File: src/iwd_pkg.sv
// Shared constants and types for the instruction word decoder.
// Assumes a single clock domain and octal operation codes held in hex form.
package iwd_pkg;

    // ***************************************************************
    // Word and field layout
    // ***************************************************************
    localparam int WORD_W = 48;
    localparam int INS_W = 24;
    localparam int OP_W = 6;
    localparam int DES_W = 3;
    localparam int ADDR_W = 15;
    localparam int DIG_W = 3;
    localparam int UPPER_LSB = 24;
    localparam int OP_LSB = 18;
    localparam int DES_LSB = 15;
    localparam int ADDR_LSB = 0;
    localparam int CHAN_N = 6;

    // ***************************************************************
    // Code values (octal shown in comments)
    // ***************************************************************
    localparam logic [OP_W-1:0] OP_FAULT_LO = 6'h00; // 00
    localparam logic [OP_W-1:0] OP_FAULT_HI = 6'h3F; // 77
    localparam logic [OP_W-1:0] OP_NOP = 6'h28; // 50
    localparam logic [DES_W-1:0] DES_NONE = 3'h0;
    localparam logic [DES_W-1:0] DES_INDIRECT = 3'h7;
    localparam logic [DES_W-1:0] DES_SENSE = 3'h7;
    localparam logic [1:0] TST_ZERO = 2'h0;
    localparam logic [1:0] TST_NONZERO = 2'h1;
    localparam logic [1:0] TST_POS = 2'h2;
    localparam logic [1:0] TST_NEG = 2'h3;
    localparam int RET_BIT = 2;
    localparam logic [ADDR_W-1:0] ADDR_RST = 15'h0000;
    localparam logic [WORD_W-1:0] WORD_RST = 48'h000000000000;

    // Second-level translation groups
    typedef struct packed {
        logic fault;       // 00 or 77
        logic index_mod;   // Index added to address
        logic idx_operand; // Index joins the basic operation
        logic xfer_search; // 62-67
        logic a_jump;      // 22
        logic q_jump;      // 23
        logic io_cond;     // 74
        logic sel_jump;    // 75
        logic sel_stop;    // 76
        logic op_nop;      // 50
        logic addr_opnd;   // Address names a storage operand
    } iwd_grp_t;

    localparam iwd_grp_t GRP_RST = '0;

    // Sequencer states, Gray along fetch, copy, add, execute, shift
    typedef enum logic [2:0] {
        ST_FETCH = 3'h0,
        ST_COPY = 3'h1,
        ST_ADD = 3'h3,
        ST_EXEC = 3'h2,
        ST_SHIFT = 3'h6,
        ST_HALT = 3'h4
    } iwd_state_t;

    // One's complement sum formed subtractively: a - ~b with end-around borrow
    function automatic logic [ADDR_W-1:0] iwd_sub_add(input logic [ADDR_W-1:0] a,
                                                       input logic [ADDR_W-1:0] b);
        logic [ADDR_W-1:0] nb;
        logic [ADDR_W-1:0] d;
        logic brw;
        nb = ~b;
        brw = 1'b0;
        for (int i = 0; i < ADDR_W; i++)
        begin
            d[i] = a[i] ^ nb[i] ^ brw;
            brw = (~a[i] & (nb[i] | brw)) | (nb[i] & brw);
        end
        // End-around borrow pass
        for (int i = 0; i < ADDR_W; i++)
        begin
            nb[i] = d[i] ^ brw;
            brw = brw & ~d[i];
        end
        return nb;
    endfunction

endpackage

File: src/iwd_xlat_if.sv
// Carrier between the sequencer and the operation code translator.
// Assumes both ends share the decoder clock; the bundle is combinational.
`timescale 1ns/1ns
interface iwd_xlat_if;
    logic [iwd_pkg::OP_W-1:0] op;
    logic [7:0] lo_hot;
    logic [7:0] hi_hot;
    logic [3:0] lo_grp;
    iwd_pkg::iwd_grp_t grp;

    // Translator end
    modport xlat (input op, output lo_hot, output hi_hot, output lo_grp, output grp);
    // Sequencer end
    modport user (output op, input lo_hot, input hi_hot, input lo_grp, input grp);
endinterface

File: src/iwd_opxlat.sv
// Two-level operation code translator.
// Assumes the operation code comes straight from the holding rank flops.
`timescale 1ns/1ns
module iwd_opxlat (
    // Translation bundle
    iwd_xlat_if.xlat x
);
    logic [iwd_pkg::DIG_W-1:0] lo;
    logic [iwd_pkg::DIG_W-1:0] hi;
    logic [7:0] l;
    logic [7:0] h;

    // ***************************************************************
    // First level: each octal digit apart
    // ***************************************************************
    assign lo = x.op[iwd_pkg::DIG_W-1:0]; // RULE_07
    assign hi = x.op[iwd_pkg::OP_W-1:iwd_pkg::DIG_W]; // RULE_07

    // One-hot decodes of both digits
    genvar gi;
    generate
        for (gi = 0; gi < 8; gi++)
        begin : g_dig
            assign l[gi] = (lo == 3'(gi)); // RULE_08
            assign h[gi] = (hi == 3'(gi)); // RULE_09
        end
    endgenerate
    assign x.lo_hot = l;
    assign x.hi_hot = h;

    // Partial decodes of the lower digit: 0-1, 0-3, 2-7, 4-7
    assign x.lo_grp[0] = ~lo[2] & ~lo[1]; // RULE_08
    assign x.lo_grp[1] = ~lo[2];
    assign x.lo_grp[2] = lo[2] | lo[1];
    assign x.lo_grp[3] = lo[2];

    // ***************************************************************
    // Second level: unique codes and code groups
    // ***************************************************************
    always_comb
    begin
        x.grp = iwd_pkg::GRP_RST;
        x.grp.fault = (h[0] & l[0]) | (h[7] & l[7]); // RULE_10
        x.grp.index_mod = (h[0] & ~l[0]) | h[1] | (h[2] & x.lo_grp[0])
                        | (h[2] & x.lo_grp[3]) | (h[3] & x.lo_grp[1])
                        | (h[3] & (l[6] | l[7])) | h[4] | (h[7] & x.lo_grp[1]);
        x.grp.idx_operand = (h[3] & (l[4] | l[5])) | h[5] | (h[6] & x.lo_grp[2]);
        x.grp.xfer_search = h[6] & x.lo_grp[2];
        x.grp.a_jump = h[2] & l[2];
        x.grp.q_jump = h[2] & l[3];
        x.grp.io_cond = h[7] & l[4];
        x.grp.sel_jump = h[7] & l[5];
        x.grp.sel_stop = h[7] & l[6];
        x.grp.op_nop = h[5] & l[0];
        x.grp.addr_opnd = (h[1] & x.lo_grp[2]) | h[2] | (h[3] & ~(l[4] | l[5])) | h[4]
                        | (h[5] & x.lo_grp[2] & ~l[4]) | h[6]
                        | (h[7] & (x.lo_grp[1] | l[5] | l[6]));
    end
endmodule // iwd_opxlat

File: src/iwd_decoder.sv
// Instruction word decoder: holding rank, translation, address accumulator.
// Assumes storage, index registers and execution units share clk; lever keys are async pins.
//
// Behaviour
// (RULE_01) Instruction is 24 bits: 6-bit code, 3-bit designator, address field.
// (RULE_02) Load 48-bit word; run upper half, then move lower half up.
// (RULE_03) Second rank is a 15-bit subtractive accumulator on the upper address.
// (RULE_04) Copy address, add selected index, send result as operand address.
// (RULE_05) Codes 00 and 77 are faults that halt; the other 62 are instructions.
// (RULE_06) Translate the upper six holding bits before execution starts.
// (RULE_07) Decode lower octal digit apart from the upper octal digit.
// (RULE_08) Lower digit gets one-hot decode plus partial group decodes.
// (RULE_09) Upper digit gets a one-hot decode.
// (RULE_10) Combine both digit decodes into unique and group signals.
// (RULE_11) Index group adds designated index; 0 unmodified, 7 indirect.
// (RULE_12) 34, 35, 50-57, 62-67 use index as operand; 7 still indirect.
// (RULE_13) Code 50 with designator 0 is a no-operation.
// (RULE_14) Transfer and search with designator 0 handle exactly one word.
// (RULE_15) Register jumps test zero, nonzero, positive, negative; 4-7 return jump.
// (RULE_16) Selective jump: 0 always, 1-3 on lever key; 4-7 return jump.
// (RULE_17) Selective stop always jumps; stop on 0 or lever key; 4-7 return.
// (RULE_18) I/O condition: 0 external equipment, 1-4 channels one to four.
// (RULE_19) I/O condition: 5 and 6 channels five, six; 7 senses external.
// (RULE_20) Base execution address is the lowest 15 instruction bits.
// (RULE_21) After both halves run, request and load the next word.
`timescale 1ns/1ns
module iwd_decoder #(
    parameter int WORD_W = iwd_pkg::WORD_W,
    parameter int ADDR_W = iwd_pkg::ADDR_W
) (
    // Clock, reset, enable
    input logic clk,
    input logic rst_n,
    input logic ce,
    // Storage word request
    output logic word_req,
    input logic word_ack,
    input logic [WORD_W-1:0] word_data,
    // Index register access
    output logic [iwd_pkg::DES_W-1:0] idx_sel,
    input logic [ADDR_W-1:0] idx_value,
    // Execution handshake
    output logic instr_valid,
    input logic exec_done,
    // Translation results
    output logic [iwd_pkg::OP_W-1:0] op_code,
    output logic [7:0] op_lo_hot,
    output logic [7:0] op_hi_hot,
    output logic [3:0] op_lo_grp,
    output iwd_pkg::iwd_grp_t op_grp,
    output logic fault_halt,
    // Address and designator results
    output logic [ADDR_W-1:0] operand_addr,
    output logic addr_valid,
    output logic indirect,
    output logic idx_operand,
    output logic one_word,
    output logic nop,
    // Condition sources
    input logic a_zero,
    input logic a_neg,
    input logic q_zero,
    input logic q_neg,
    input logic [2:0] lever_key,
    // Jump and stop results
    output logic jump_take,
    output logic return_jump,
    output logic stop_req,
    // Input-output condition results
    output logic io_ext,
    output logic [iwd_pkg::CHAN_N-1:0] io_chan,
    output logic io_sense
);

    // ***************************************************************
    // Declarations
    // ***************************************************************
    iwd_pkg::iwd_state_t state;
    iwd_pkg::iwd_state_t next_state;
    logic [WORD_W-1:0] hold;
    logic lower_pending;
    logic [ADDR_W-1:0] acc;
    logic [2:0] key_m;
    logic [2:0] key_s;
    logic [iwd_pkg::INS_W-1:0] upper;
    logic [iwd_pkg::DES_W-1:0] des;
    logic [ADDR_W-1:0] base_addr;
    logic [1:0] tst;
    logic des_mod;
    logic lever_hit;
    logic reg_hit;

    iwd_xlat_if xb ();

    // ***************************************************************
    // Field split of the executing (upper) instruction
    // ***************************************************************
    assign upper = hold[WORD_W-1:iwd_pkg::UPPER_LSB]; // RULE_02
    assign xb.op = upper[iwd_pkg::INS_W-1:iwd_pkg::OP_LSB]; // RULE_01 RULE_06
    assign des = upper[iwd_pkg::OP_LSB-1:iwd_pkg::DES_LSB]; // RULE_01
    assign base_addr = upper[iwd_pkg::ADDR_LSB+ADDR_W-1:iwd_pkg::ADDR_LSB]; // RULE_20
    assign tst = des[1:0];
    assign des_mod = (des != iwd_pkg::DES_NONE) && (des != iwd_pkg::DES_INDIRECT);

    // Operation code translator
    iwd_opxlat u_xlat (
        .x(xb)
    );

    // Handshake and halt outputs straight from state; index select and operand address passed through
    assign word_req = (state == iwd_pkg::ST_FETCH); // RULE_21
    assign instr_valid = (state == iwd_pkg::ST_EXEC);
    assign idx_sel = des; // RULE_11
    assign operand_addr = acc; // RULE_04
    assign fault_halt = (state == iwd_pkg::ST_HALT); // RULE_05

    // ***************************************************************
    // Lever key synchroniser
    // ***************************************************************
    always_ff @(posedge clk)
    begin
        if (!rst_n)
        begin
            key_m <= 3'h0;
            key_s <= 3'h0;
        end
        else if (ce)
        begin
            key_m <= lever_key;
            key_s <= key_m;
        end
    end

    // ***************************************************************
    // Sequencer
    // ***************************************************************
    always_comb
    begin
        next_state = state;
        case (state)
            iwd_pkg::ST_FETCH:
                if (word_ack)
                    next_state = iwd_pkg::ST_COPY; // RULE_21
            iwd_pkg::ST_COPY:
                if (xb.grp.fault)
                    next_state = iwd_pkg::ST_HALT; // RULE_05
                else if (xb.grp.index_mod && des_mod)
                    next_state = iwd_pkg::ST_ADD; // RULE_11
                else
                    next_state = iwd_pkg::ST_EXEC; // RULE_12
            iwd_pkg::ST_ADD:
                next_state = iwd_pkg::ST_EXEC;
            iwd_pkg::ST_EXEC:
                if (exec_done)
                    next_state = lower_pending ? iwd_pkg::ST_SHIFT : iwd_pkg::ST_FETCH;
            iwd_pkg::ST_SHIFT:
                next_state = iwd_pkg::ST_COPY; // RULE_02
            iwd_pkg::ST_HALT:
                next_state = iwd_pkg::ST_HALT;
            default:
                next_state = iwd_pkg::ST_FETCH;
        endcase
    end

    // State register
    always_ff @(posedge clk)
    begin
        if (!rst_n)
            state <= iwd_pkg::ST_FETCH;
        else if (ce)
            state <= next_state;
    end

    // ***************************************************************
    // Instruction holding rank
    // ***************************************************************
    always_ff @(posedge clk)
    begin
        if (!rst_n)
        begin
            hold <= iwd_pkg::WORD_RST;
            lower_pending <= 1'b0;
        end
        else if (ce)
        begin
            if (state == iwd_pkg::ST_FETCH && word_ack)
            begin
                hold <= word_data; // RULE_02 RULE_21
                lower_pending <= 1'b1;
            end
            else if (state == iwd_pkg::ST_SHIFT)
            begin
                hold <= {hold[iwd_pkg::INS_W-1:0], hold[iwd_pkg::INS_W-1:0]}; // RULE_02
                lower_pending <= 1'b0;
            end
        end
    end

    // ***************************************************************
    // Subtractive address accumulator
    // ***************************************************************
    always_ff @(posedge clk)
    begin
        if (!rst_n)
            acc <= iwd_pkg::ADDR_RST;
        else if (ce)
        begin
            if (state == iwd_pkg::ST_COPY)
                acc <= base_addr; // RULE_03 RULE_04
            else if (state == iwd_pkg::ST_ADD)
                acc <= iwd_pkg::iwd_sub_add(acc, idx_value); // RULE_03 RULE_04
        end
    end

    // Operand address qualifier
    always_ff @(posedge clk)
    begin
        if (!rst_n)
            addr_valid <= 1'b0;
        else if (ce)
            addr_valid <= (next_state == iwd_pkg::ST_EXEC) && xb.grp.addr_opnd; // RULE_04
    end

    // ***************************************************************
    // Registered translation outputs
    // ***************************************************************
    always_ff @(posedge clk)
    begin
        if (!rst_n)
        begin
            op_code <= iwd_pkg::OP_FAULT_LO;
            op_lo_hot <= 8'h00;
            op_hi_hot <= 8'h00;
            op_lo_grp <= 4'h0;
            op_grp <= iwd_pkg::GRP_RST;
        end
        else if (ce)
        begin
            op_code <= xb.op; // RULE_06
            op_lo_hot <= xb.lo_hot; // RULE_08
            op_hi_hot <= xb.hi_hot; // RULE_09
            op_lo_grp <= xb.lo_grp; // RULE_08
            op_grp <= xb.grp; // RULE_10
        end
    end

    // ***************************************************************
    // Designator interpretation
    // ***************************************************************
    always_comb
    begin
        lever_hit = (tst == iwd_pkg::TST_ZERO) || key_s[tst - 2'h1];
        reg_hit = 1'b0;
        case (tst)
            iwd_pkg::TST_ZERO:
                reg_hit = xb.grp.a_jump ? a_zero : q_zero;
            iwd_pkg::TST_NONZERO:
                reg_hit = xb.grp.a_jump ? !a_zero : !q_zero;
            iwd_pkg::TST_POS:
                reg_hit = xb.grp.a_jump ? !a_neg : !q_neg;
            iwd_pkg::TST_NEG:
                reg_hit = xb.grp.a_jump ? a_neg : q_neg;
            default:
                reg_hit = 1'b0;
        endcase
    end

    // Index usage flags
    always_ff @(posedge clk)
    begin
        if (!rst_n)
        begin
            indirect <= 1'b0;
            idx_operand <= 1'b0;
            one_word <= 1'b0;
            nop <= 1'b0;
        end
        else if (ce)
        begin
            indirect <= (xb.grp.index_mod || xb.grp.idx_operand)
                        && des == iwd_pkg::DES_INDIRECT; // RULE_11 RULE_12
            idx_operand <= xb.grp.idx_operand && des_mod; // RULE_12
            one_word <= xb.grp.xfer_search && des == iwd_pkg::DES_NONE; // RULE_14
            nop <= xb.grp.op_nop && des == iwd_pkg::DES_NONE; // RULE_13
        end
    end

    // Jump and stop conditions
    always_ff @(posedge clk)
    begin
        if (!rst_n)
        begin
            jump_take <= 1'b0;
            return_jump <= 1'b0;
            stop_req <= 1'b0;
        end
        else if (ce)
        begin
            jump_take <= ((xb.grp.a_jump || xb.grp.q_jump) && reg_hit) // RULE_15
                         || (xb.grp.sel_jump && lever_hit) // RULE_16
                         || xb.grp.sel_stop; // RULE_17
            return_jump <= (xb.grp.a_jump || xb.grp.q_jump || xb.grp.sel_jump
                            || xb.grp.sel_stop) && des[iwd_pkg::RET_BIT]; // RULE_15
            stop_req <= xb.grp.sel_stop && lever_hit; // RULE_17
        end
    end

    // Input-output condition selects
    always_ff @(posedge clk)
    begin
        if (!rst_n)
        begin
            io_ext <= 1'b0;
            io_chan <= 6'h00;
            io_sense <= 1'b0;
        end
        else if (ce)
        begin
            io_ext <= xb.grp.io_cond && des == iwd_pkg::DES_NONE; // RULE_18
            for (int c = 0; c < iwd_pkg::CHAN_N; c++)
                io_chan[c] <= xb.grp.io_cond && des == 3'(c + 1); // RULE_18 RULE_19
            io_sense <= xb.grp.io_cond && des == iwd_pkg::DES_SENSE; // RULE_19
        end
    end
endmodule // iwd_decoder

File: config.mk
export PLATFORM = sky130hd
export DESIGN_NAME = iwd_decoder
export DESIGN_NICKNAME = d
export VERILOG_FILES = /design/src/iwd_pkg.sv /design/src/iwd_xlat_if.sv /design/src/iwd_opxlat.sv /design/src/iwd_decoder.sv
export SDC_FILE = /design/constraint.sdc
export NUM_CORES = 1
export LEC_CHECK = 0
export BUFFER_PORTS_ARGS = -buffer_cell sky130_fd_sc_hd__buf_2
export CAP_MARGIN = 20
export CORE_ASPECT_RATIO = 1.75
export CORE_MARGIN = 8
export CORE_UTILIZATION = 25
export DETAILED_ROUTE_END_ITERATION = 10
export PLACE_DENSITY_LB_ADDON = 0.12
export SETUP_SLACK_MARGIN = 0.05
export SLEW_MARGIN = 20
export SYNTH_ARGS = -nofsm -noshare
export SYNTH_HDL_FRONTEND = slang
export SYNTH_SLANG_ARGS = --single-unit
File: constraint.sdc
create_clock -name clk -period 8.9 [get_ports clk]
set_input_delay 1.335 -clock clk [delete_from_list [all_inputs] [get_ports clk]]
set_output_delay 1.335 -clock clk [all_outputs]
set_load 0.005 [all_outputs]
==> results.sh <==
export IMPL_status="complete, no violations"
export IMPL_synth_nets=798
export IMPL_hold_path_class="flop to flop"
export IMPL_netlist_instances=690
export IMPL_netlist_area_um2=6319
export IMPL_arrival_ps=9170
export IMPL_post_cts_buffers=0
export IMPL_ys_warn_count=0
export IMPL_cp_end_kind="flop"
export IMPL_viasPerCell=4.501
export IMPL_synth_top_cell_by_area="dfxtp_1"
export IMPL_rrSetupSlack_ps=680
export IMPL_crit_slowest_cell="fa_2"
export IMPL_cts_max_level=4
export IMPL_p_comb_frac=0.125
export IMPL_vdd_drop_max_uv=102.5
export IMPL_fillers=2698
export IMPL_grt_util_all_layers=0.1419
export IMPL_reg2reg_to="operand_addr[14]"
export IMPL_vias=5077
export IMPL_drc=0
export IMPL_fin_hold_ws_ps=449.5
export IMPL_drv_slew=0
export IMPL_slew_headroom=0.3821
export IMPL_cts_buffers_inserted=17
export IMPL_grt_pass1_vias=5679
export IMPL_ys_types=58
export IMPL_path_clk_slew_ps=60
export IMPL_seq_area_um2=2502
export IMPL_insertion_delay_ps=420
export IMPL_final_hold_viol_count=0
export IMPL_p_int_w=0.001105
export IMPL_syn_area_per_cell_um2=9.157
export IMPL_fin_crit_ps=8821
export IMPL_fin_skew_ps=9.570
export IMPL_critical_path_class="input port to flop"
export IMPL_cap_violations=0
export IMPL_crit_required_ps=9250
export IMPL_initial_utilization=0.2522
export IMPL_synth_area_top_cells="dfxtp_1, mux2i_1, nand2_1"
export IMPL_critPathLaunchType="input port"
export IMPL_synth_seq_area_share=0.3960
export IMPL_pwr_share_clk=0.463
export IMPL_switching_share=0.2575
export IMPL_cp_common_cell="ha_4"
export IMPL_wire_per_inst_um=18.57
export IMPL_port_buffers=148
export IMPL_cts_buffer_depth=2
export IMPL_core_um2=25050
export IMPL_antenna_found_initial=0
export IMPL_tns_ps=0
export IMPL_crit_fanout=1
export IMPL_place_congestion=0.7535
export IMPL_die_h_um=226.3
export IMPL_synth_top_family_by_area="simple AND/OR/NAND/NOR gates"
export IMPL_synth_mux_area_frac=0.07307
export IMPL_synth_xor_area_share=0.001386
export IMPL_p_leak_nw=3.468
export IMPL_wl_um=20950
export IMPL_drt_iter0_drc=169
export IMPL_p_seq_frac=0.412
export IMPL_hold_buffers=0
export IMPL_clock_sinks=125
export IMPL_drive_above_1_share=0.2906
export IMPL_post_dp_hpwl_um=15310
export IMPL_cts_root_buffer="clkbuf_16"
export IMPL_ios=149
export IMPL_synth_compound_area_frac=0.1812
export IMPL_synth_fa_ha_area_frac=0.08198
export IMPL_rsz0062_at_grt="true"
export IMPL_chipWidth_um=136.2
export IMPL_antenna_cells=0
export IMPL_hold_path_endpoint="hold[20]"
export IMPL_synth_simple_area_share=0.1949
export IMPL_power_per_cell_area_nw_per_um2=185.8
export IMPL_placement_rows=77
export IMPL_antenna_left=0
export IMPL_overflow=0
export IMPL_post_route_period_util=0.9911
export IMPL_async_reset_ff_frac=0
export IMPL_r2r_start="operand_addr[0]"
export IMPL_max_freq_mhz=113.4
export IMPL_holdPathStages=2
export IMPL_r2r_cells=38
export IMPL_hold_start="hold[20]"
export IMPL_grt_max_degree=81
export IMPL_ys_flop_type="dfxtp_1"
export IMPL_p_sw_w=0.0003831
export IMPL_ys_seq_elements=125
export IMPL_multiInputGateArea_um2=3605
export IMPL_slowest_delay_ps=400
export IMPL_synth_edff_count=0
export IMPL_dieArea_um2=30820
export IMPL_area_growth_syn_to_layout_pct=26.77
export IMPL_setup_violations_final=0
export IMPL_drt_first_pass_iters=4
export IMPL_tightest_slew_ps=926.9
export IMPL_grt_pass1_wl_um=32800
export IMPL_cts_tree="built"
export IMPL_synth_top_area_frac=0.3960
export IMPL_fin_nets=911
==> metal layers <==
metal,GRT usage,vias to the layer above,routed length [um]
met4,0.06159,0,504
met1,0.1355,2387,7579
met2,0.2747,110,11850
met3,0.03660,24,1016
li1,-,2556,-
met5,0,-,0
==> worst max-delay path, delay by kind of cell <==
| family | cells | cell delay [ps] |
|---|---|---|
| and+or+nand+nor | 1 | 110 |
| AOI/OAI and AO/OA | 2 | 240 |
| adders and majority gates | 29 | 7050 |
| buffers and inverters | 6 | 300 |
| xor gates and xnor gates | 1 | 120 |
==> cell families after synthesis <==
| kind of cell | after synthesis |
|---|---|
| AOI/OAI and AO/OA | 149 |
| xor gates and xnor gates | 1 |
| muxes | 46 |
| buffers and inverters | 97 |
| DFF | 125 |
| and+or+nand+nor | 239 |
| adders and majority gates | 33 |
==> flip-flops by register name, summed over array words and instances (netlist names) <==
name           count
nop                1
idx_operand        1
op_lo_hot          8
key_m              3
op_code            6
io_ext             1
op_grp            11
return_jump        1
jump_take          1
indirect           1
state              3
io_chan            6
addr_valid         1
key_s              3
one_word           1
operand_addr      15
io_sense           1
op_hi_hot          8
op_lo_grp          3
lower_pending      1
hold              48
stop_req           1
==> power groups by stage <==
stage          logic, W  registers [W]  clock network (W)
3_5_place_dp   0.000190       0.000626                  0
2_1_floorplan  0.000139       0.000606                  0
6_report       0.000186       0.000613           0.000689
5_1_grt        0.000210       0.000617           0.000737
3_3_place_gp   0.000190       0.000627                  0
4_1_cts        0.000191       0.000614           0.000719
==> cell usage after synthesis, types with 2 or more instances <==
cell type / n
nor2_1: 28
a211oi_1: 9
dfxtp_1: 125
a21boi_1: 25
o21a_1: 2
o211ai_1: 2
and2_1: 8
and3_1: 2
mux2i_1: 45
buf_2: 16
ha_1: 19
clkbuf_1: 29
buf_6: 4
o211a_1: 26
nand2_1: 102
a21oi_1: 31
o21ai_0: 9
fa_1: 14
a41o_1: 2
inv_1: 38
nand3b_1: 2
nor2b_1: 59
nor3b_1: 2
o21ai_1: 3
nor3_2: 3
a32oi_1: 4
nand2b_1: 7
buf_4: 10
or3b_1: 2
a22oi_1: 4
a211oi_2: 8
nor3_1: 6
a21boi_0: 11
o32ai_1: 2
nand3_1: 6
nand4b_1: 3
==> stage by stage <==
| stage | std cells | utilization | cell area (um2) | setup slack [ps] | power [W] |
|---|---|---|---|---|---|
| global route | 1128 | 0.3198 | 8010 | -162.6 | 0.001563 |
| CTS | 1128 | 0.3185 | 7978 | 57.89 | 0.001524 |
| floorplan | 690 | - | 6539 | -169.5 | 0.0007455 |
| detailed placement | 1100 | 0.2958 | 7408 | -632.0 | 0.0008159 |
| global placement | 1100 | 0.2958 | 7408 | -559.9 | 0.0008167 |
| finish | 1128 | 0.3198 | 8010 | 79.38 | 0.001488 |
==> timing repair <==
item / in CTS / in global routing
setup endpoints to repair: 2 / 2
pin swaps: 9 / 19
gates cloned: 0 / 0
hold endpoints to repair: 0 / 0
gates resized for setup: 1 / 6
==> worst max path at each step <==
stage,startpoint,end,slack (ps),cells after the start
final,idx_value[0],operand_addr[14],80,39
after global routing,idx_value[0],operand_addr[14],-160,39
after global placement,idx_value[0],operand_addr[14],-560,39
after detailed placement,idx_value[0],operand_addr[14],-630,39
after floorplan,idx_value[0],operand_addr[14],-170,38
after CTS,idx_value[0],operand_addr[14],60,39
==> final cells by class <==
cell class | instances | share of cell area
clock buffers | 20 | 0.05576
clock inverters | 8 | 0.01500
inverters | 38 | 0.01874
well taps | 316 | 0.04936
repair buffers | 153 | 0.09872
multi-input cells | 468 | 0.4500
flip-flops and latches | 125 | 0.3124
==> layout by cell type (no fill, tap or decap), types with 14 or more instances in the layout <==
cell type,instances
a21boi_1,25
a21oi_1,31
buf_2,146
clkbuf_16,17
dfxtp_1,125
fa_2,14
ha_4,15
inv_1,33
mux2i_1,45
nand2_1,101
nor2_1,28
nor2b_1,59
o211a_1,26
No activity file was read; power rests on OpenSTA's default activity.
